==> config.mk <==
export PLATFORM = sky130hd
export DESIGN_NAME = asr_top
export DESIGN_NICKNAME = d
export VERILOG_FILES = /design/src/logic/asr_pkg.sv /design/src/logic/asr_sync.sv /design/src/logic/asr_top.sv
export SDC_FILE = /design/constraint.sdc
export NUM_CORES = 1
export LEC_CHECK = 0
export ABC_AREA = 1
export BUFFER_PORTS_ARGS = -buffer_cell sky130_fd_sc_hd__buf_2
export CORE_MARGIN = 5
export CORE_UTILIZATION = 54
export CTS_BUF_LIST = sky130_fd_sc_hd__clkbuf_16
export DETAILED_ROUTE_END_ITERATION = 8
export GPL_ROUTABILITY_DRIVEN = 1
export PLACE_DENSITY = 0.81
export SYNTH_ARGS = -nofsm -noshare
export SYNTH_HDL_FRONTEND = slang
export SYNTH_SLANG_ARGS = --single-unit
==> constraint.sdc <==
create_clock -name sys_clk -period 1.75 [get_ports sys_clk]
set_clock_uncertainty 0.15 [all_clocks]
set_input_delay 0.4375 -clock sys_clk [delete_from_list [all_inputs] [get_ports sys_clk]]
set_output_delay 0.4375 -clock sys_clk [all_outputs]
set_load 0.03 [all_outputs]
==> src/logic/asr_pkg.sv <==
// Constants, field layouts and types for the analog select and reset block
package asr_pkg;

  // Clock and timing
  localparam int CLK_HZ = 200_000_000;
  localparam int RS_MIN_MS = 12;
  localparam int PU_HOLD_S = 4;
  // Least time in whole cycles; the division truncates
  localparam int RS_MIN_CYC = (CLK_HZ / 1000 * RS_MIN_MS + 0);
  localparam int PU_HOLD_CYC = CLK_HZ * PU_HOLD_S;
  // Cycles for the pin synchronisers to fill after reset release
  localparam logic [31:0] PU_SETTLE_CYC = 32'h0000_0004;

  // Intelligent input slots and function codes (decimal 16 and 18)
  localparam int NUM_SLOTS_MAX = 8;
  localparam logic [7:0] FUNC_AT = 8'h10;
  localparam logic [7:0] FUNC_RS = 8'h12;

  // Setting encodings
  localparam logic [1:0] FSRC_ANALOG = 2'h1;
  localparam logic [1:0] ASO_CURRENT = 2'h0;
  localparam logic [1:0] ASO_AUX = 2'h1;
  localparam logic [1:0] BIP_UNIPOLAR = 2'h0;

  // Register byte offsets
  localparam logic [4:0] OFS_CTRL = 5'h00;
  localparam logic [4:0] OFS_SLOT_LO = 5'h04;
  localparam logic [4:0] OFS_SLOT_HI = 5'h08;
  localparam logic [4:0] OFS_NC = 5'h0C;
  localparam logic [4:0] OFS_STATUS = 5'h10;
  localparam logic [4:0] OFS_IRQ_STAT = 5'h14;
  localparam logic [4:0] OFS_IRQ_MASK = 5'h18;

  // Reset values: slot 0 carries reset, slot 1 carries source select
  localparam logic [6:0] CTRL_RST = 7'h00;
  localparam logic [31:0] SLOT_LO_RST = 32'h0000_1012;
  localparam logic [31:0] SLOT_HI_RST = 32'h0000_0000;
  localparam logic [7:0] NC_RST = 8'h00;
  localparam logic [2:0] IRQ_RST = 3'h0;

  // Interrupt status bits
  localparam int IRQ_W = 3;
  localparam int IRQ_RESET_OP = 0;
  localparam int IRQ_TRIP_CLR = 1;
  localparam int IRQ_COMM_ERR = 2;

  typedef enum logic [1:0] {SRC_MAIN_V, SRC_CURRENT, SRC_AUX_V} asr_src_t;

  // Control register layout, bit 0 upward: fsrc, aso, bipolar, trail_edge
  typedef struct packed {
    logic trail_edge;
    logic [1:0] bipolar;
    logic [1:0] aso;
    logic [1:0] fsrc;
  } asr_cfg_t;

  // Analog routing towards the converter
  typedef struct packed {
    asr_src_t src;
    logic src_valid;
    logic bipolar_ok;
    logic dir_from_cmd;
  } asr_ana_t;

  // Live status register layout, top bit first down to bit 0
  typedef struct packed {
    logic comm_err;
    logic alarm;
    logic trip;
    logic motor_en;
    logic rs_on;
    logic at_on;
    asr_ana_t ana;
  } asr_stat_t;

  typedef enum logic [1:0] {PU_SETTLE, PU_WATCH, PU_DONE} asr_pu_t;

endpackage : asr_pkg

==> src/logic/asr_sync.sv <==
// Two-flop synchroniser for a vector of asynchronous pins
`timescale 1ns/1ps
module asr_sync #(
  parameter int WIDTH = 1
) (
  // Clock and reset
  input wire logic sys_clk,
  input wire logic rst_b,
  // Pins in, synchronised levels out
  input wire logic [WIDTH-1:0] pin_in,
  output logic [WIDTH-1:0] sync_out
);

  logic [WIDTH-1:0] meta_reg;

  // First stage feeds only the second stage
  always_ff @(posedge sys_clk or negedge rst_b)
  begin
    if (!rst_b)
    begin
      meta_reg <= '0;
      sync_out <= '0;
    end
    else
    begin
      meta_reg <= pin_in;
      sync_out <= meta_reg;
    end
  end

endmodule : asr_sync

==> src/logic/asr_top.sv <==
// Analog source select and reset terminal logic with Avalon-MM registers
//
// The Avalon-MM slave port and the address map are this design's own decisions.
`timescale 1ns/1ps

// Overview of operation
// Select active with option 00 routes current input, 4 to 20 mA.
// Select active with option 01 routes the auxiliary voltage input.
// Select inactive routes the main voltage input whatever the option.
// Only voltage sources may be bipolar; current direction comes from run commands.
// Configuring party sets frequency source to analog before selection matters.
// Code 16 is source select, code 18 reset, on any of eight slots.
// A reset pulse runs the reset operation, cancelling any trip.
// While reset is on: motor off, trip cleared, power-up reset applied.
// Driving party holds reset pulses at least 12 ms.
// Alarm output drops within 30 ms of the reset onset.
// Edge setting picks leading or trailing edge to trigger reset.
// A reset slot is always normally open; closed setting is ignored.
// Power-on runs the same reset operation as a terminal pulse.
// Reset held over 4 s at power-up flags a comm error, cleared by key.
// Driving party checks run command is off before issuing reset.
// Terminals are synchronised; durations counted in clock cycles.
module asr_top
  import asr_pkg::*;
#(
  parameter int NUM_SLOTS = NUM_SLOTS_MAX,
  parameter int unsigned RS_MIN_CYCLES = RS_MIN_CYC,
  parameter int unsigned PU_HOLD_CYCLES = PU_HOLD_CYC
) (
  // Clock and reset
  input wire logic sys_clk,
  input wire logic rst_b,
  // Avalon-MM slave
  input wire logic [4:0] avs_address,
  input wire logic avs_read,
  input wire logic avs_write,
  input wire logic [31:0] avs_writedata,
  output logic [31:0] avs_readdata,
  output logic avs_waitrequest,
  // Terminal pins
  input wire logic [NUM_SLOTS-1:0] term_in,
  input wire logic fwd_run_in,
  input wire logic rev_run_in,
  input wire logic op_key_in,
  // Trip source, same clock
  input wire logic trip_event,
  // Drive outputs
  output asr_ana_t ana_out,
  output logic motor_out_en,
  output logic run_reverse,
  output logic alarm_out,
  output logic powerup_reset,
  output logic reset_op_pulse,
  output logic comm_err,
  output logic irq
);

  // Refuse slot counts the slot registers cannot hold
  if (NUM_SLOTS < 1 || NUM_SLOTS > NUM_SLOTS_MAX)
  begin : g_bad_slots
    $error("asr_top: NUM_SLOTS must be 1 to 8");
  end
  if (RS_MIN_CYCLES < 2 || PU_HOLD_CYCLES < 2)
  begin : g_bad_counts
    $error("asr_top: cycle counts must be at least 2");
  end

  localparam logic [31:0] RS_MIN_W = RS_MIN_CYCLES;
  localparam logic [31:0] PU_HOLD_W = PU_HOLD_CYCLES;

  // Registers
  asr_cfg_t cfg_reg;
  logic [31:0] slot_lo_reg;
  logic [31:0] slot_hi_reg;
  logic [7:0] nc_reg;
  logic [IRQ_W-1:0] irq_stat_reg;
  logic [IRQ_W-1:0] irq_stat_next;
  logic [IRQ_W-1:0] irq_mask_reg;
  logic ack_reg;

  // Synchronised pins
  logic [NUM_SLOTS-1:0] term_sync;
  logic fwd_sync;
  logic rev_sync;
  logic key_sync;
  logic key_prev_reg;

  // Reset terminal tracking
  logic [31:0] rs_cnt_reg;
  logic rs_prev_reg;
  logic rs_long_reg;
  logic trip_reg;
  logic trip_next;
  logic comm_err_next;
  asr_pu_t pu_state_reg;
  logic [31:0] pu_cnt_reg;
  asr_ana_t ana_next;
  asr_stat_t stat;

  // Pin synchronisers in one instance
  asr_sync #(
    .WIDTH(NUM_SLOTS + 3)
  ) u_sync (
    .sys_clk(sys_clk),
    .rst_b(rst_b),
    .pin_in({op_key_in, rev_run_in, fwd_run_in, term_in}),
    .sync_out({key_sync, rev_sync, fwd_sync, term_sync})
  );

  // Per-slot function decode
  wire [63:0] slot_all = {slot_hi_reg, slot_lo_reg};
  wire [NUM_SLOTS-1:0] is_rs;
  wire [NUM_SLOTS-1:0] is_at;
  for (genvar i = 0; i < NUM_SLOTS; i++)
  begin : g_slot
    assign is_rs[i] = slot_all[i*8 +: 8] == FUNC_RS;
    assign is_at[i] = slot_all[i*8 +: 8] == FUNC_AT;
  end

  // Reset slots ignore the normally closed setting
  wire rs_on = |(term_sync & is_rs);
  wire at_on = |((term_sync ^ nc_reg[NUM_SLOTS-1:0]) & is_at);

  // Analog source selection
  wire sel_cur = at_on && cfg_reg.aso == ASO_CURRENT;
  wire sel_aux = at_on && cfg_reg.aso == ASO_AUX;
  wire [1:0] src_w = sel_cur ? SRC_CURRENT :
                     (sel_aux ? SRC_AUX_V : SRC_MAIN_V);
  wire bip_ok = !sel_cur && cfg_reg.bipolar != BIP_UNIPOLAR;
  assign ana_next.src = asr_src_t'(src_w);
  assign ana_next.src_valid = cfg_reg.fsrc == FSRC_ANALOG;
  assign ana_next.bipolar_ok = bip_ok;
  assign ana_next.dir_from_cmd = !bip_ok;

  // Reset pulse qualification, edges and power-up events
  wire rs_qual = rs_on && rs_cnt_reg == RS_MIN_W - 32'h1;
  wire rs_trail = rs_prev_reg && !rs_on && rs_long_reg;
  wire rs_edge = cfg_reg.trail_edge ? rs_trail : rs_qual;
  wire pu_fire = pu_state_reg == PU_SETTLE &&
                 pu_cnt_reg == PU_SETTLE_CYC - 32'h1;
  wire pu_busy = pu_state_reg == PU_SETTLE;
  wire key_rise = key_sync && !key_prev_reg;
  wire pu_hold_hit = pu_state_reg == PU_WATCH && rs_on &&
                     pu_cnt_reg == PU_HOLD_W - 32'h1;

  // Trip: a new trip wins over a clear in the same cycle
  wire trip_clr = rs_long_reg || rs_qual || rs_edge || pu_fire;
  assign trip_next = trip_event || (trip_reg && !trip_clr);
  assign comm_err_next = pu_hold_hit ||
                         (comm_err && !(key_rise && !rs_on));

  // Interrupt status, sticky with write-one-to-clear; set wins
  wire bus_fire = (avs_read || avs_write) && ack_reg;
  wire wr_fire = bus_fire && avs_write;
  wire [IRQ_W-1:0] irq_evt = {pu_hold_hit, trip_reg && !trip_next,
                              rs_edge || pu_fire};
  wire [IRQ_W-1:0] irq_w1c = (wr_fire && avs_address == OFS_IRQ_STAT) ?
                             avs_writedata[IRQ_W-1:0] : '0;
  assign irq_stat_next = (irq_stat_reg & ~irq_w1c) | irq_evt;
  assign irq = |(irq_stat_reg & irq_mask_reg);

  // Live status view
  assign stat.comm_err = comm_err;
  assign stat.alarm = alarm_out;
  assign stat.trip = trip_reg;
  assign stat.motor_en = motor_out_en;
  assign stat.rs_on = rs_on;
  assign stat.at_on = at_on;
  assign stat.ana = ana_out;

  // Read decode; unmapped offsets read zero
  wire [31:0] rd_mux =
    (avs_address == OFS_CTRL) ? {25'h0, cfg_reg} :
    (avs_address == OFS_SLOT_LO) ? slot_lo_reg :
    (avs_address == OFS_SLOT_HI) ? slot_hi_reg :
    (avs_address == OFS_NC) ? {24'h0, nc_reg} :
    (avs_address == OFS_STATUS) ? {{(32 - $bits(asr_stat_t)){1'b0}}, stat} :
    (avs_address == OFS_IRQ_STAT) ? {29'h0, irq_stat_reg} :
    (avs_address == OFS_IRQ_MASK) ? {29'h0, irq_mask_reg} : 32'h0000_0000;

  // Every access waits exactly one cycle, keeping read mux off the bus path
  assign avs_waitrequest = (avs_read || avs_write) && !ack_reg;

  // Bus handshake and read data
  always_ff @(posedge sys_clk or negedge rst_b)
  begin
    if (!rst_b)
    begin
      ack_reg <= 1'b0;
      avs_readdata <= 32'h0000_0000;
    end
    else
    begin
      ack_reg <= (avs_read || avs_write) && !ack_reg;
      if (avs_read && !ack_reg)
        avs_readdata <= rd_mux;
    end
  end

  // Software-written configuration
  always_ff @(posedge sys_clk or negedge rst_b)
  begin
    if (!rst_b)
    begin
      cfg_reg <= CTRL_RST;
      slot_lo_reg <= SLOT_LO_RST;
      slot_hi_reg <= SLOT_HI_RST;
      nc_reg <= NC_RST;
      irq_mask_reg <= IRQ_RST;
    end
    else if (wr_fire)
    begin
      if (avs_address == OFS_CTRL)
        cfg_reg <= avs_writedata[6:0];
      if (avs_address == OFS_SLOT_LO)
        slot_lo_reg <= avs_writedata;
      if (avs_address == OFS_SLOT_HI)
        slot_hi_reg <= avs_writedata;
      if (avs_address == OFS_NC)
        nc_reg <= avs_writedata[7:0];
      if (avs_address == OFS_IRQ_MASK)
        irq_mask_reg <= avs_writedata[IRQ_W-1:0];
    end
  end

  // Reset terminal on-time counter, saturating at the minimum width
  always_ff @(posedge sys_clk or negedge rst_b)
  begin
    if (!rst_b)
    begin
      rs_cnt_reg <= 32'h0000_0000;
      rs_prev_reg <= 1'b0;
      rs_long_reg <= 1'b0;
    end
    else
    begin
      rs_prev_reg <= rs_on;
      if (!rs_on)
        rs_cnt_reg <= 32'h0000_0000;
      else if (rs_cnt_reg < RS_MIN_W)
        rs_cnt_reg <= rs_cnt_reg + 32'h1;
      rs_long_reg <= rs_on && (rs_long_reg || rs_qual);
    end
  end

  // Power-up sequence: settle, fire reset, watch for a held terminal
  always_ff @(posedge sys_clk or negedge rst_b)
  begin
    if (!rst_b)
    begin
      pu_state_reg <= PU_SETTLE;
      pu_cnt_reg <= 32'h0000_0000;
    end
    else
    begin
      unique case (pu_state_reg)
        PU_SETTLE:
        begin
          pu_cnt_reg <= pu_fire ? 32'h0000_0000 : pu_cnt_reg + 32'h1;
          if (pu_fire)
            pu_state_reg <= PU_WATCH;
        end
        PU_WATCH:
        begin
          pu_cnt_reg <= pu_cnt_reg + 32'h1;
          if (!rs_on || pu_hold_hit)
            pu_state_reg <= PU_DONE;
        end
        PU_DONE:
          pu_cnt_reg <= 32'h0000_0000;
      endcase
    end
  end

  // Trip, alarm, comm error and interrupt state
  always_ff @(posedge sys_clk or negedge rst_b)
  begin
    if (!rst_b)
    begin
      trip_reg <= 1'b0;
      alarm_out <= 1'b0;
      comm_err <= 1'b0;
      key_prev_reg <= 1'b0;
      irq_stat_reg <= IRQ_RST;
    end
    else
    begin
      trip_reg <= trip_next;
      alarm_out <= trip_next;
      comm_err <= comm_err_next;
      key_prev_reg <= key_sync;
      irq_stat_reg <= irq_stat_next;
    end
  end

  // Drive outputs; motor drops on the raw terminal, not the qualified one,
  // so a short reset glitch still stops the output safely
  always_ff @(posedge sys_clk or negedge rst_b)
  begin
    if (!rst_b)
    begin
      motor_out_en <= 1'b0;
      run_reverse <= 1'b0;
      powerup_reset <= 1'b1;
      reset_op_pulse <= 1'b0;
      ana_out <= '0;
    end
    else
    begin
      motor_out_en <= (fwd_sync ^ rev_sync) && !trip_next && !rs_on &&
                      !pu_busy;
      run_reverse <= rev_sync && !fwd_sync;
      powerup_reset <= rs_on || pu_busy;
      reset_op_pulse <= rs_edge || pu_fire;
      ana_out <= ana_next;
    end
  end

endmodule : asr_top

==> run summary <==
========================================================================================
Number of ports placed on the die boundary ................................           98
Total placed cells including tap cells ....................................         1852
Category of cells accounting for the largest share of critical-path delay . simple AND/OR/NAND/NOR gates
Proportion of power drawn by the clock network ............................        37.8%
Core region area ..........................................................   19400 um^2
RD Place Congestion .......................................................        0.942
Setup repair after global routing missed its margin .......................          yes
Number of global-route vias before repair .................................        10600
Maximum clock frequency ...................................................      506 MHz
Ant. Diodes ...............................................................            0
Die area ..................................................................   22600 um^2
Synth warnings ............................................................            0
Leading cell types in the layout, fill and taps excluded .................. nand2_1, dfrtp_1, buf_4, inv_1, o21ai_0
Most common cell after layout, fill and taps aside ........................      nand2_1
Post-Syn Instances ........................................................         1327
Startpoint-to-endpoint class of the critical path .........................   reg -> reg
Dominant synthesized flop cell ............................................      dfrtp_1
Flip-flop and latch count after synthesis .................................          220
Buffers & Inverters on Critical Path ......................................            2
Clock tree root buffer cell ...............................................    clkbuf_16
Async set-or-reset flop fraction in the synthesized netlist ...............         100%
Worst slew margin relative to its limit ...................................        72.6%
Violation count after the first detailed-routing iteration ................         1316
Final core area utilization ...............................................        80.0%
Global-route wire length before repair ....................................     52400 um
Number of buffers added by the clock tree synthesis step ..................           24
Synth Area per Inst .......................................................    8.01 um^2
H-tree level count ........................................................            1
EDFF count, synth .........................................................            0
Total grt overflow ........................................................            0
Placed wire-length estimate ...............................................     22000 um
Critical-path cell with the highest stage delay ...........................      dfrtp_1
Hold_sp ................................................................... avs_writedata[18]
Leakage ...................................................................      7.59 nW
Type of destination of the critical path ..................................     register
Largest fanout on the critical path .......................................            3
Total net switching power .................................................    0.00356 W
CP required ...............................................................      2.00 ns
Via count of the routed design ............................................        11000
Ordered list of cells on the worst path ................................... ha_4, inv_4, nor3_4, nand2_2, inv_4, nand3_4, nand3b_1, xor2_1, nor2_2
Max Cap Viol ..............................................................            0
Net switching fraction of the power .......................................        28.1%
Critical Path Start ....................................................... pu_cnt_reg[0]
Number of placement rows ..................................................           51
Worst hold-check path type ................................................    in -> reg
Most used cell along the critical path ....................................        inv_4
Layout Cells excl Fill ....................................................         1965
Worst flop-to-flop path startpoint ........................................ pu_cnt_reg[0]
Shortest period the worst path allows .....................................      1.98 ns
Outcome ................................................................... finished with violations
Final ANT Viol Nets .......................................................            0
Pin count of the biggest net entering global routing ......................           47
Vias per cell .............................................................         5.58
Wire per inst .............................................................      18.1 um
Internal power consumption ................................................    0.00910 W
Highest cell delay on the worst timing path ...............................      0.43 ns
Period utilization ........................................................         113%
Initial antenna violation count ...........................................            1
Layout-stage area growth over the synthesis result ........................        46.0%
Overall die width .........................................................       150 um
Count of filler cells inserted in the layout ..............................         1114
Buffers added on ports ....................................................           97
Violated checks ........................................................... negative setup slack
Share of final-layout standard cells stronger than drive strength 1 .......        37.4%
Final hold violations .....................................................            0
Max VDD drop ..............................................................       721 uV
Pins over their slew limit ................................................            0
Smallest setup slack after layout .........................................    -0.227 ns
Number of nets in the layout ..............................................         1742
Combinational group share of total power ..................................        16.7%
Endpoint arrival time on the critical path ................................      2.23 ns
Die boundary height .......................................................       150 um
Starting density of the core ..............................................        54.8%
Register area share after synthesis .......................................        51.9%
Setup-failing EPs final ...................................................           76
GRT Overall Usage .........................................................        28.9%
Worst reg-to-reg setup slack ..............................................     -0.23 ns
Crit path launch type .....................................................     register
Synthesized area ..........................................................   10600 um^2
Clk Latency, worst-skew pair ..............................................      0.52 ns
Slew at the pin closest to its max-slew limit .............................     0.409 ns
Clock slew at the register clock pins of the worst setup and hold paths ...      0.06 ns
Total number of clock tree sinks ..........................................          220
1st-pass router iterations ................................................            6
Total wirelength of the detailed-routed design ............................     35500 um
Part of the power in registers ............................................        45.5%
Total power density per cell area .........................................  816 nW/um^2
Number of distinct standard cells referenced by the synthesized netlist ...           40
Clock tree from TritonCTS .................................................        built
DRC .......................................................................            0
Clk buf depth .............................................................            3
Number of nets in the synthesized netlist .................................         1385
========================================================================================
==> routing by layer <==
layer  vias to the layer above  part of all wire (%)  GRT usage [%]  routed length, um
li1                       4937                     -              -                  -
met1                      5253                    37           36.5              13300
met2                       611                    50           49.6              17700
met3                       166                   8.2           5.63               2910
met4                         2                   4.5           10.2               1600
met5                         -                 0.031              0                 11
==> layout make-up <==
| type | count | area, um^2 | area share (%) |
|---|---|---|---|
| Sequential cell | 220 | 5510 | 35.5 |
| Clock buffer | 25 | 626 | 4.03 |
| Timing Repair Buffer | 367 | 2970 | 19.1 |
| Clock inverter | 17 | 103 | 0.661 |
| Tap cell | 265 | 332 | 2.14 |
| Multi-Input combinational cell | 876 | 5200 | 33.5 |
| Inverter | 195 | 772 | 4.98 |
==> worst paths after layout <==
kind / endpoint / cells past startpoint
max in group asynchronous: slot_lo_reg[4] / 3
max reg2reg: pu_cnt_reg[24] / 9
min reg2reg: u_sync.sync_out[2] / 0
max: pu_cnt_reg[24] / 9
min: slot_lo_reg[18] / 3
min in group asynchronous: avs_readdata[18] / 2
==> worst min-delay path, cell delays in order <==
cell and delay (ns):
buf_2 0.09, inv_1 0.06, o21ai_0 0.07
==> power groups by stage <==
| stage | logic (W) | registers (W) | clock network (W) |
|---|---|---|---|
| finish | 0.00212 | 0.00575 | 0.00479 |
| detailed placement | 0.00168 | 0.00581 | 0 |
| global placement | 0.00162 | 0.00580 | 0 |
| CTS | 0.00192 | 0.00573 | 0.00480 |
| floorplan | 0.000695 | 0.00590 | 0 |
| global route | 0.00230 | 0.00578 | 0.00506 |
==> through the flow <==
step	TNS, ns	cell area, um^2	total power (W)	hold WS (ns)	worst slack [ns]
detailed placement	-28.60	13000	0.00749	0.144	-0.309
global route	-15.00	15500	0.0131	0.0342	-0.312
floorplan	0	10600	0.00660	-0.00809	0.00481
global placement	-23.06	13000	0.00742	0.145	-0.267
finish	-9.06	15500	0.0127	0.0307	-0.227
CTS	-3.74	14600	0.0125	0.0253	-0.138
==> cells by family (layout without fill, tap and decap cells) <==
group	Yosys count	after routing	synth area share, %
AOI/OAI and AO/OA	176	176	8.90
xor gates and xnor gates	32	32	2.64
and+or+nand+nor	662	662	27.3
DFF	220	220	51.9
buffers and inverters	231	604	8.49
muxes	1	1	0.212
adders and majority gates	5	5	0.589
==> what timing repair did <==
action / in CTS / in global routing
gates cloned: 3 / 1
endpoints found under the hold margin: 227 / 0
pin swaps: 37 / 58
buffers inserted: 28 / 35
hold buffers: 12 / 0
setup endpoints to repair: 79 / 87
gates resized for setup: 146 / 189
==> synth_stat cells (all sizes together), types with 10 or more instances <==
master / n / share of area (%)
nand2: 366 / 13
dfrtp: 216 / 51
inv: 193 / 6.8
nor2: 141 / 5.6
o21ai: 116 / 5.5
nand3: 54 / 2.6
nand4: 42 / 2.5
nor3: 38 / 2.2
xor2: 31 / 2.6
a21oi: 29 / 1.4
clkbuf: 26 / 0.92
o22ai: 19 / 1.1
buf: 10 / 0.68
(Power assumes the default switching activity.)
